## config.mk

```make
export PLATFORM = sky130hd
export DESIGN_NAME = sysctl_irq_sleep
export DESIGN_NICKNAME = d
export VERILOG_FILES = /design/src/sysctl_pkg.sv /design/src/sysctl_link_if.sv /design/src/irq_status_bank.sv /design/src/periph_clock_gate.sv /design/src/sysctl_irq_sleep.sv
export SDC_FILE = /design/constraint.sdc
export NUM_CORES = 1
export LEC_CHECK = 0
export BUFFER_PORTS_ARGS = -buffer_cell sky130_fd_sc_hd__buf_2
export CORE_MARGIN = 10
export CORE_UTILIZATION = 40
export DETAILED_ROUTE_END_ITERATION = 8
export PLACE_DENSITY = 0.67
export SLEW_MARGIN = 25
export SYNTH_ARGS = -nofsm -noshare
export SYNTH_HDL_FRONTEND = slang
export SYNTH_HIERARCHICAL = 1
export SYNTH_SLANG_ARGS = --single-unit
```

## constraint.sdc

```tcl
create_clock -name clk_i -period 1.79 [get_ports clk_i]
set_clock_uncertainty 0.15 [all_clocks]
set_input_delay 0.0895 -clock clk_i [delete_from_list [all_inputs] [get_ports clk_i]]
set_output_delay 0.0895 -clock clk_i [all_outputs]
set_load 0.05 [all_outputs]
```

## src/sysctl_pkg.sv

```systemverilog
// Shared constants for the system control interrupt and sleep gating block
package sysctl_pkg;

	// ********************************
	// Sizes
	// ********************************
	localparam int NUM_IRQ = 3;
	localparam int NUM_PERIPH = 24;
	localparam int GPIO_PORTS = 8;
	localparam int LEVEL_W = 4;

	// ********************************
	// Interrupt source bit positions
	// ********************************
	localparam int IRQ_MAIN_OSC_POWERUP_BIT = 0;
	localparam int IRQ_PLL_LOCKED_BIT = 1;
	localparam int IRQ_BROWNOUT_BIT = 2;

	// ********************************
	// Register byte offsets
	// ********************************
	localparam logic [7:0] REG_IRQ_RAW = 8'h00;
	localparam logic [7:0] REG_IRQ_MASKED = 8'h04;
	localparam logic [7:0] REG_IRQ_ENABLE = 8'h08;
	localparam logic [7:0] REG_IRQ_CLEAR = 8'h0C;
	localparam logic [7:0] REG_GATING_CTRL = 8'h10;
	localparam logic [7:0] REG_SLEEP_SEL = 8'h14;
	localparam logic [7:0] REG_DEEP_SEL = 8'h18;
	localparam logic [7:0] REG_GPIO_FAST_SEL = 8'h1C;
	localparam logic [7:0] REG_REGULATOR_CTRL = 8'h20;
	localparam logic [7:0] REG_FLASH_SIZE = 8'h24;
	localparam logic [7:0] REG_VIEW_CTRL = 8'h28;
	localparam logic [7:0] REG_IRQ_VIEW = 8'h2C;

	// ********************************
	// Field positions and reset values
	// ********************************
	localparam int GATING_EN_BIT = 0;
	localparam int VIEW_MASKED_BIT = 0;
	localparam logic [NUM_IRQ-1:0] IRQ_ENABLE_RESET = 3'h0;
	localparam logic [GPIO_PORTS-1:0] GPIO_FAST_RESET = 8'h00;
	localparam logic [GPIO_PORTS-1:0] GPIO_SELECTABLE = 8'hB7;
	localparam logic [NUM_PERIPH-1:0] PERIPH_SEL_RESET = 24'h000000;
	localparam logic GATING_RESET = 1'b0;
	localparam logic VIEW_RESET = 1'b0;

	// Regulator codes step 0.05 V from 2.25 V (code 0) to 2.75 V (code 10)
	localparam logic [LEVEL_W-1:0] REG_LEVEL_LOWEST = 4'h0;
	localparam logic [LEVEL_W-1:0] REG_LEVEL_NOMINAL = 4'h5;
	localparam logic [LEVEL_W-1:0] REG_LEVEL_HIGHEST = 4'hA;

	// ********************************
	// Power modes
	// ********************************
	typedef enum logic [1:0] {
		MODE_RUN = 2'b00,
		MODE_SLEEP = 2'b01,
		MODE_DEEP = 2'b10
	} power_mode_t;

endpackage

```

## src/sysctl_link_if.sv

```systemverilog
// Carrier between the register core, the interrupt bank and the clock gate bank
`timescale 1ns/100ps
interface sysctl_link_if
	import sysctl_pkg::*;
	();
	logic [NUM_IRQ-1:0] evt;
	logic [NUM_IRQ-1:0] clr;
	logic [NUM_IRQ-1:0] raw;
	logic gate_en;
	power_mode_t mode;
	logic [NUM_PERIPH-1:0] run_sel;
	logic [NUM_PERIPH-1:0] sleep_sel;
	logic [NUM_PERIPH-1:0] deep_sel;
	logic [NUM_PERIPH-1:0] wake_req;
	logic [NUM_PERIPH-1:0] clk_en;
	logic wake;

	modport ctl (output evt, clr, gate_en, mode, run_sel, sleep_sel, deep_sel, wake_req,
		input raw, clk_en, wake);
	modport irq (input evt, clr, output raw);
	modport gate (input gate_en, mode, run_sel, sleep_sel, deep_sel, wake_req,
		output clk_en, wake);
endinterface

```

## src/irq_status_bank.sv

```systemverilog
// Sticky raw status bits for the system control interrupt sources
`timescale 1ns/100ps
module irq_status_bank
	import sysctl_pkg::*;
	(
	input wire logic clk_i, // System clock
	input wire logic rst_i, // Synchronous reset, active high
	sysctl_link_if.irq link // Events in, clears in, raw status out
);

	logic [NUM_IRQ-1:0] raw_ff;
	logic [NUM_IRQ-1:0] nxt_raw;

	// Set wins over a clear landing in the same cycle
	assign nxt_raw = (raw_ff & ~link.clr) | link.evt;
	assign link.raw = raw_ff;

	always_ff @(posedge clk_i) begin
		if (rst_i) begin
			raw_ff <= '0;
		end else begin
			raw_ff <= nxt_raw;
		end
	end
endmodule

```

## src/periph_clock_gate.sv

```systemverilog
// Per-peripheral clock enables for run, sleep and deep-sleep
`timescale 1ns/100ps
module periph_clock_gate
	import sysctl_pkg::*;
	(
	input wire logic clk_i, // System clock
	input wire logic rst_i, // Synchronous reset, active high
	sysctl_link_if.gate link // Mode and selections in, enables out
);

	logic [NUM_PERIPH-1:0] clk_en_ff;
	logic [NUM_PERIPH-1:0] nxt_clk_en;
	logic wake_ff;
	logic nxt_wake;
	logic [NUM_PERIPH-1:0] sleep_en;
	logic [NUM_PERIPH-1:0] deep_en;

	// Selections stay stored while gating is off, they just have no effect
	assign sleep_en = link.gate_en ? (link.run_sel & link.sleep_sel) : link.run_sel;
	assign deep_en = link.gate_en ? (link.run_sel & link.deep_sel) : link.run_sel;
	assign nxt_clk_en = (link.mode == MODE_SLEEP) ? sleep_en :
		(link.mode == MODE_DEEP) ? deep_en : link.run_sel;
	// Only clocked peripherals can raise a wake-up
	assign nxt_wake = (link.mode != MODE_RUN) && (|(link.wake_req & nxt_clk_en));

	assign link.clk_en = clk_en_ff;
	assign link.wake = wake_ff;

	always_ff @(posedge clk_i) begin
		if (rst_i) begin
			clk_en_ff <= '0;
			wake_ff <= 1'b0;
		end else begin
			clk_en_ff <= nxt_clk_en;
			wake_ff <= nxt_wake;
		end
	end
endmodule

```

## src/sysctl_irq_sleep.sv

```systemverilog
// Register core of the system control interrupt and sleep gating block
//
// Summary of operation
// - In gated deep-sleep, selected peripherals stay clocked and may wake the core.
// - Gating off: sleep modes clock the run-enabled peripherals exactly as in run.
// - One gating bit decides whether stored sleep selections take effect.
// - A read-only register gives the flash size in bytes.
// - A set fast-bus bit routes that GPIO port over the fast bus alias.
// - A cleared fast-bus bit returns the port to the peripheral bus.
// - Three sources: oscillator power-up, PLL lock, brown-out, each own bit.
// - Clear drops the sources written as one, nothing else; a source whose event lands in the same cycle stays set.
// - Only enabled pending sources drive the core interrupt line.
// - Raw and masked status views are both readable.
// - Regulator level is a read/write field, resetting to nominal, plus/minus ten percent.
// - Reading the regulator field returns the level currently held.
// - A source status bit stays set until software clears it.
//
// Implementation choices: the Wishbone slave port and the register offsets.
`timescale 1ns/100ps
module sysctl_irq_sleep
	import sysctl_pkg::*;
	#(
	parameter int NUM_P = NUM_PERIPH, // Peripherals with clock enables
	parameter logic [31:0] FLASH_SIZE_BYTES = 32'h0001_0000, // Plain default, set per die
	parameter logic [GPIO_PORTS-1:0] FAST_SELECTABLE = GPIO_SELECTABLE // Ports with a fast alias
	) (
	input wire logic clk_i, // System clock, 100 MHz
	input wire logic rst_i, // Synchronous reset, active high
	input wire logic wb_cyc_i, // Wishbone cycle
	input wire logic wb_stb_i, // Wishbone strobe
	input wire logic wb_we_i, // Wishbone write
	input wire logic [7:0] wb_adr_i, // Byte address
	input wire logic [3:0] wb_sel_i, // Byte enables
	input wire logic [31:0] wb_dat_i, // Write data
	output logic [31:0] wb_dat_o, // Read data
	output logic wb_ack_o, // Acknowledge
	input wire logic main_osc_powerup_irq_i, // Oscillator powered up, pulse
	input wire logic pll_locked_irq_i, // PLL locked, pulse
	input wire logic brownout_irq_i, // Brown-out seen, pulse
	input wire logic [1:0] power_mode_i, // Run, sleep or deep-sleep
	input wire logic [NUM_PERIPH-1:0] periph_run_sel_i, // Run-mode enables
	input wire logic [NUM_PERIPH-1:0] periph_wake_req_i, // Wake requests
	output logic [NUM_PERIPH-1:0] periph_clk_en_o, // Peripheral clock enables
	output logic wake_o, // Wake-up to the core
	output logic irq_o, // To core_interrupt_controller
	output logic [GPIO_PORTS-1:0] gpio_fast_sel_o, // Port on fast bus alias
	output logic [LEVEL_W-1:0] regulator_level_code_o // core_voltage_regulator level
);

	// ********************************
	// Bus slave
	// ********************************
	logic ack_ff;
	logic [31:0] dat_ff;
	logic [31:0] nxt_dat;
	logic req_new;
	logic req_done;
	logic wr_done;
	logic [31:0] byte_mask;
	logic [31:0] wr_bits;

	// Request completes at the edge where ack is seen high
	assign req_new = wb_cyc_i && wb_stb_i && !ack_ff;
	assign req_done = wb_cyc_i && wb_stb_i && ack_ff;
	assign wr_done = req_done && wb_we_i;
	assign byte_mask = {{8{wb_sel_i[3]}}, {8{wb_sel_i[2]}}, {8{wb_sel_i[1]}}, {8{wb_sel_i[0]}}};
	assign wr_bits = wb_dat_i & byte_mask;

	logic wr_enable;
	logic wr_clear;
	logic wr_gating;
	logic wr_sleep;
	logic wr_deep;
	logic wr_fast;
	logic wr_level;
	logic wr_view;

	assign wr_enable = wr_done && (wb_adr_i == REG_IRQ_ENABLE);
	assign wr_clear = wr_done && (wb_adr_i == REG_IRQ_CLEAR);
	assign wr_gating = wr_done && (wb_adr_i == REG_GATING_CTRL);
	assign wr_sleep = wr_done && (wb_adr_i == REG_SLEEP_SEL);
	assign wr_deep = wr_done && (wb_adr_i == REG_DEEP_SEL);
	assign wr_fast = wr_done && (wb_adr_i == REG_GPIO_FAST_SEL);
	assign wr_level = wr_done && (wb_adr_i == REG_REGULATOR_CTRL);
	assign wr_view = wr_done && (wb_adr_i == REG_VIEW_CTRL);

	// ********************************
	// Control registers
	// ********************************
	logic [NUM_IRQ-1:0] irq_en_ff;
	logic gate_en_ff;
	logic view_sel_ff;
	logic [NUM_PERIPH-1:0] sleep_sel_ff;
	logic [NUM_PERIPH-1:0] deep_sel_ff;
	logic [GPIO_PORTS-1:0] fast_sel_ff;
	logic [LEVEL_W-1:0] level_ff;
	logic irq_ff;

	logic [NUM_IRQ-1:0] nxt_irq_en;
	logic nxt_gate_en;
	logic nxt_view_sel;
	logic [NUM_PERIPH-1:0] nxt_sleep_sel;
	logic [NUM_PERIPH-1:0] nxt_deep_sel;
	logic [GPIO_PORTS-1:0] nxt_fast_sel;
	logic [LEVEL_W-1:0] nxt_level;
	logic [LEVEL_W-1:0] merged_level;
	logic level_ok;

	// Byte-lane merge keeps lanes that were not enabled
	assign nxt_irq_en = (irq_en_ff & ~byte_mask[NUM_IRQ-1:0]) | wr_bits[NUM_IRQ-1:0];
	assign nxt_gate_en = byte_mask[GATING_EN_BIT] ? wb_dat_i[GATING_EN_BIT] : gate_en_ff;
	assign nxt_view_sel = byte_mask[VIEW_MASKED_BIT] ? wb_dat_i[VIEW_MASKED_BIT] : view_sel_ff;
	assign nxt_sleep_sel = (sleep_sel_ff & ~byte_mask[NUM_PERIPH-1:0]) | wr_bits[NUM_PERIPH-1:0];
	assign nxt_deep_sel = (deep_sel_ff & ~byte_mask[NUM_PERIPH-1:0]) | wr_bits[NUM_PERIPH-1:0];
	// Ports without a fast alias keep their select bit at zero
	assign nxt_fast_sel = ((fast_sel_ff & ~byte_mask[GPIO_PORTS-1:0]) | wr_bits[GPIO_PORTS-1:0])
		& FAST_SELECTABLE;
	assign merged_level = (level_ff & ~byte_mask[LEVEL_W-1:0]) | wr_bits[LEVEL_W-1:0];
	// Codes past the highest step are dropped so the regulator never sees them
	assign level_ok = (merged_level >= REG_LEVEL_LOWEST) && (merged_level <= REG_LEVEL_HIGHEST);
	assign nxt_level = level_ok ? merged_level : level_ff;

	always_ff @(posedge clk_i) begin
		if (rst_i) begin
			irq_en_ff <= IRQ_ENABLE_RESET;
			gate_en_ff <= GATING_RESET;
			fast_sel_ff <= GPIO_FAST_RESET;
			view_sel_ff <= VIEW_RESET;
			sleep_sel_ff <= PERIPH_SEL_RESET;
			deep_sel_ff <= PERIPH_SEL_RESET;
			level_ff <= REG_LEVEL_NOMINAL;
		end else begin
			if (wr_enable) begin
				irq_en_ff <= nxt_irq_en;
			end
			if (wr_gating) begin
				gate_en_ff <= nxt_gate_en;
			end
			if (wr_view) begin
				view_sel_ff <= nxt_view_sel;
			end
			if (wr_sleep) begin
				sleep_sel_ff <= nxt_sleep_sel;
			end
			if (wr_deep) begin
				deep_sel_ff <= nxt_deep_sel;
			end
			if (wr_fast) begin
				fast_sel_ff <= nxt_fast_sel;
			end
			if (wr_level) begin
				level_ff <= nxt_level;
			end
		end
	end

	// ********************************
	// Interrupt sources
	// ********************************
	sysctl_link_if link ();

	assign link.evt[IRQ_MAIN_OSC_POWERUP_BIT] = main_osc_powerup_irq_i;
	assign link.evt[IRQ_PLL_LOCKED_BIT] = pll_locked_irq_i;
	assign link.evt[IRQ_BROWNOUT_BIT] = brownout_irq_i;
	// Clear acts at the completing edge, so a late posted write clears late
	assign link.clr = wr_clear ? wr_bits[NUM_IRQ-1:0] : '0;

	logic [NUM_IRQ-1:0] masked_status;
	logic [NUM_IRQ-1:0] view_status;

	assign masked_status = link.raw & irq_en_ff;
	assign view_status = view_sel_ff ? masked_status : link.raw;

	irq_status_bank u_irq_bank (
		.clk_i(clk_i),
		.rst_i(rst_i),
		.link(link.irq)
	);

	always_ff @(posedge clk_i) begin
		if (rst_i) begin
			irq_ff <= 1'b0;
		end else begin
			irq_ff <= |masked_status;
		end
	end

	// ********************************
	// Peripheral clock gating
	// ********************************
	assign link.gate_en = gate_en_ff;
	assign link.mode = power_mode_t'(power_mode_i);
	assign link.run_sel = periph_run_sel_i;
	assign link.sleep_sel = sleep_sel_ff;
	assign link.deep_sel = deep_sel_ff;
	assign link.wake_req = periph_wake_req_i;

	periph_clock_gate u_gate (
		.clk_i(clk_i),
		.rst_i(rst_i),
		.link(link.gate)
	);

	// ********************************
	// Read path
	// ********************************
	logic [31:0] rd_data;

	assign rd_data =
		(wb_adr_i == REG_IRQ_RAW) ? {29'h0, link.raw} :
		(wb_adr_i == REG_IRQ_MASKED) ? {29'h0, masked_status} :
		(wb_adr_i == REG_IRQ_ENABLE) ? {29'h0, irq_en_ff} :
		(wb_adr_i == REG_GATING_CTRL) ? {31'h0, gate_en_ff} :
		(wb_adr_i == REG_SLEEP_SEL) ? {8'h0, sleep_sel_ff} :
		(wb_adr_i == REG_DEEP_SEL) ? {8'h0, deep_sel_ff} :
		(wb_adr_i == REG_GPIO_FAST_SEL) ? {24'h0, fast_sel_ff} :
		(wb_adr_i == REG_REGULATOR_CTRL) ? {28'h0, level_ff} :
		(wb_adr_i == REG_FLASH_SIZE) ? FLASH_SIZE_BYTES :
		(wb_adr_i == REG_VIEW_CTRL) ? {31'h0, view_sel_ff} :
		(wb_adr_i == REG_IRQ_VIEW) ? {29'h0, view_status} : 32'h0;

	assign nxt_dat = req_new ? rd_data : dat_ff;

	always_ff @(posedge clk_i) begin
		if (rst_i) begin
			ack_ff <= 1'b0;
			dat_ff <= 32'h0;
		end else begin
			ack_ff <= req_new;
			dat_ff <= nxt_dat;
		end
	end

	// ********************************
	// Outputs
	// ********************************
	assign wb_ack_o = ack_ff;
	assign wb_dat_o = dat_ff;
	assign irq_o = irq_ff;
	assign periph_clk_en_o = link.clk_en;
	assign wake_o = link.wake;
	assign gpio_fast_sel_o = fast_sel_ff;
	assign regulator_level_code_o = level_ff;
endmodule

```

==> qor_table.md <==
| Quantity | Value | Unit |
|---|---|---|
| Post-synthesis instance total | 634 | - |
| Synth async-reset ratio | 0 | % |
| Part of the Yosys area used for sequential elements | 41.98 | % |
| Initial antenna violation count | 2 | - |
| Clock sink total | 117 | - |
| Synthesized flop and latch total | 117 | - |
| Number of I/O port buffers | 153 | - |
| Pin slew with the least headroom to its limit | 541.7 | ps |
| GRT Overall Usage | 21.74 | % |
| Standard cell core area | 13,770 | um2 |
| Min-Delay Path Class | in2reg | - |
| Final WL | 22,280 | um |
| Top-level port count | 173 | - |
| Number of synthesized flops with an enable pin | 0 | - |
| CTS HTree Levels | 4 | - |
| Final setup margin | -127.5 | ps |
| Clock latency on the worst-skew pair | 410 | ps |
| Placer Congestion | 0.9382 | - |
| Post-Route Setup TNS | -127.5 | ps |
| Layout Nets | 1,004 | - |
| Final hold violation count | 0 | - |
| Top cells by count, synth | dfxtp_1, nor2_1, nand2_1 | - |
| Pre-CTS worst setup slack | -330.5 | ps |
| Number of instances in the placed design | 1,002 | - |
| Category of the critical setup timing path | reg2reg | - |
| DR DRC count | 0 | - |
| Floorplan row count | 43 | - |
| Clock tree from TritonCTS | done | - |
| Required time reported for the critical path endpoint | 1970 | ps |
| Layout fillers | 1,157 | - |
| Period Utilization, post-route | 107.1 | % |
| Netlist area before placement | 5579 | um2 |
| Kind of capture point of the worst setup path | flip-flop | - |
| Via count of the first global-routing pass | 6,044 | - |
| Library cell occupying the most area in the post-synthesis netlist | dfxtp_1 | - |
| Post-placement cell area | 7025 | um2 |
| Count of final setup violators | 1 | - |
| Number of DRC violations after detailed-routing iteration 0 | 532 | - |
| Syn avg cell area | 8.800 | um2 |
| Data arrival time of the critical path | 2100 | ps |
| Layout cell share with drive strength beyond 1 | 33.63 | % |
| Routed length per instance | 20.34 | um |
| Avg Vias per Cell | 5.473 | - |
| CTS clock-pin slew for the worst setup and hold paths | 60 | ps |
| GRT Residual Overflow | 0 | - |
| Run status | finished, violations left | - |
| Failing checks | setup timing | - |
| Non-filler cells in the finished layout | 1,095 | - |
| Clock tree buffer depth | 2 | - |
| Final HPWL DP | 16,320 | um |
| Maximum clock frequency | 521.5 | MHz |
| Path depth of the worst reg2reg path | 6 | - |
| Die Ht | 138.1 | um |
| First drt pass iteration count | 5 | - |
| Largest net degree at the start of global routing | 50 | - |
| Initial cell density of the core | 40.51 | % |
| Die Wd | 138.1 | um |
| Number of warning messages in the yosys log | 6 | - |
| Critical-path maximum fanout | 8 | - |
| Remaining antenna violation count after routing | 0 | - |
| Maximum capacitance violations | 0 | - |
| End-of-flow core utilization | 61.44 | % |
| IR Drop Worst-Case VDD | 0.5567 | mV |
| RSZ-0062 raised after global routing | yes | - |
| Hold Crit Depth | 4 | - |
| Number of unique standard cell types used by synthesis | 63 | - |
| Final count of pins violating max slew | 0 | - |
| Synth-to-layout area growth | 51.67 | % |
| Most common cell in the netlist | dfxtp_1 | - |
| DIE AREA | 19,070 | um2 |
| Via total after detailed routing | 5,993 | - |
| Number of buffers created by CTS | 17 | - |
| Leakage power of the design | 3.938 | nW |
| Total power | 7.011 | mW |
| Clock period minus worst slack | 1917 | ps |
| Pwr/cell area | 828.5 | nW/um2 |
| Hold slack | 27.23 | ps |
| Max-slew headroom | 63.88 | % |
| Global-route wire length before repair | 33,600 | um |
| Proportion of netlist area held by the largest area contributor | 41.98 | % |
| Master cell of the clock root buffer | clkbuf_16 | - |
| Final instance area | 8462 | um2 |
| Cell types occupying the most area after synthesis | dfxtp_1, mux2i_1, nor2_1, nand2_1, a22o_1 | - |
| Top flip-flop cell by instance count after synthesis | dfxtp_1 | - |
| Critical path launch point type | flip-flop | - |
[layer usage]
metal | track usage [%] | part of all wire [%]
met4 | 8.768 | 2.3
met2 | 33.96 | 46
met5 | 0 | 0
met3 | 4.452 | 6.0
met1 | 28.59 | 45
[area by class of cell]
cell class	instances	area, um2	area share, %
antenna	2	5.005	0.05915
clock buffer	19	452.9	5.353
clock inverter	11	152.6	1.804
inverter	9	33.78	0.3992
multi-input combinational	461	3113	36.79
sequential	117	2350	27.77
tap	180	225.2	2.662
timing repair buffer	296	2130	25.17
[what timing repair did]
| item | in CTS | in global routing |
|---|---|---|
| endpoints found under the setup margin | 12 | 13 |
| pin swaps | 3 | 10 |
| resized for setup | 12 | 20 |
| hold buffers | 56 | 0 |
| hold endpoints to repair | 102 | 0 |
| setup buffers | 0 | 2 |
| gates cloned | 0 | 3 |
[critical path: stages, from the launching register on]
cell       delay (ps)
dfxtp_4           360
buf_12            140
nor2b_1           140
a221oi_1          530
a2111oi_4         110
and4_1            260
a41oi_2           140
[kinds of logic (layout without fill, tap and decap cells)]
family	count (synthesis)	count (layout)	share of synthesized area (%)
muxes	49	49	8.791
and+or+nand+nor	249	249	22.67
other	1	12	0.06722
AOI/OAI and AO/OA	153	153	20.63
buffers and inverters	65	335	5.853
DFF	117	117	41.98
[cell usage in the layout, fill, tap and decap left out, types with 3 or more instances in the layout]
master,netlist,routed
clkbuf_16,0,20
buf_2,7,152
o221a_4,0,3
inv_1,9,9
buf_12,0,7
o21ai_0,9,8
buf_4,13,76
o211ai_1,3,3
a32oi_1,4,4
dfxtp_1,117,115
a22oi_1,17,17
a2111oi_4,1,4
o221ai_1,5,4
nand2b_1,16,16
dlygate4sd3_1,0,56
nand3_1,18,18
nor2_1,84,83
nand2_1,62,61
nor3_1,6,5
a31oi_1,4,4
o21a_1,3,3
nor2b_1,27,27
a221oi_1,16,14
o22ai_1,12,12
clkinvlp_4,0,3
conb_1,1,10
bufinv_16,0,3
mux2i_1,49,48
clkinv_4,0,3
a22o_1,20,20
a21oi_1,31,31
and2_1,7,7
[path summary, 6_finish.rpt]
kind	start	to	slack [ps]
max	gate_en_ff$_SDFFE_PP0P_	u_gate/link.wake$_SDFF_PP0_	-130
min	wb_sel_i[2]	flip-flop	30
max reg2reg	gate_en_ff$_SDFFE_PP0P_	u_gate/link.wake$_SDFF_PP0_	-130
min reg2reg	wb_dat_o[1]$_SDFFE_PP0P_	wb_dat_o[1]$_SDFFE_PP0P_	320
[power by group]
part           internal, mW  total (mW)  switching, mW
combinational         0.355       0.864          0.509
sequential             2.64        2.66         0.0159
clock                  2.25        3.49           1.24
Power figures use the tool's default switching activity.
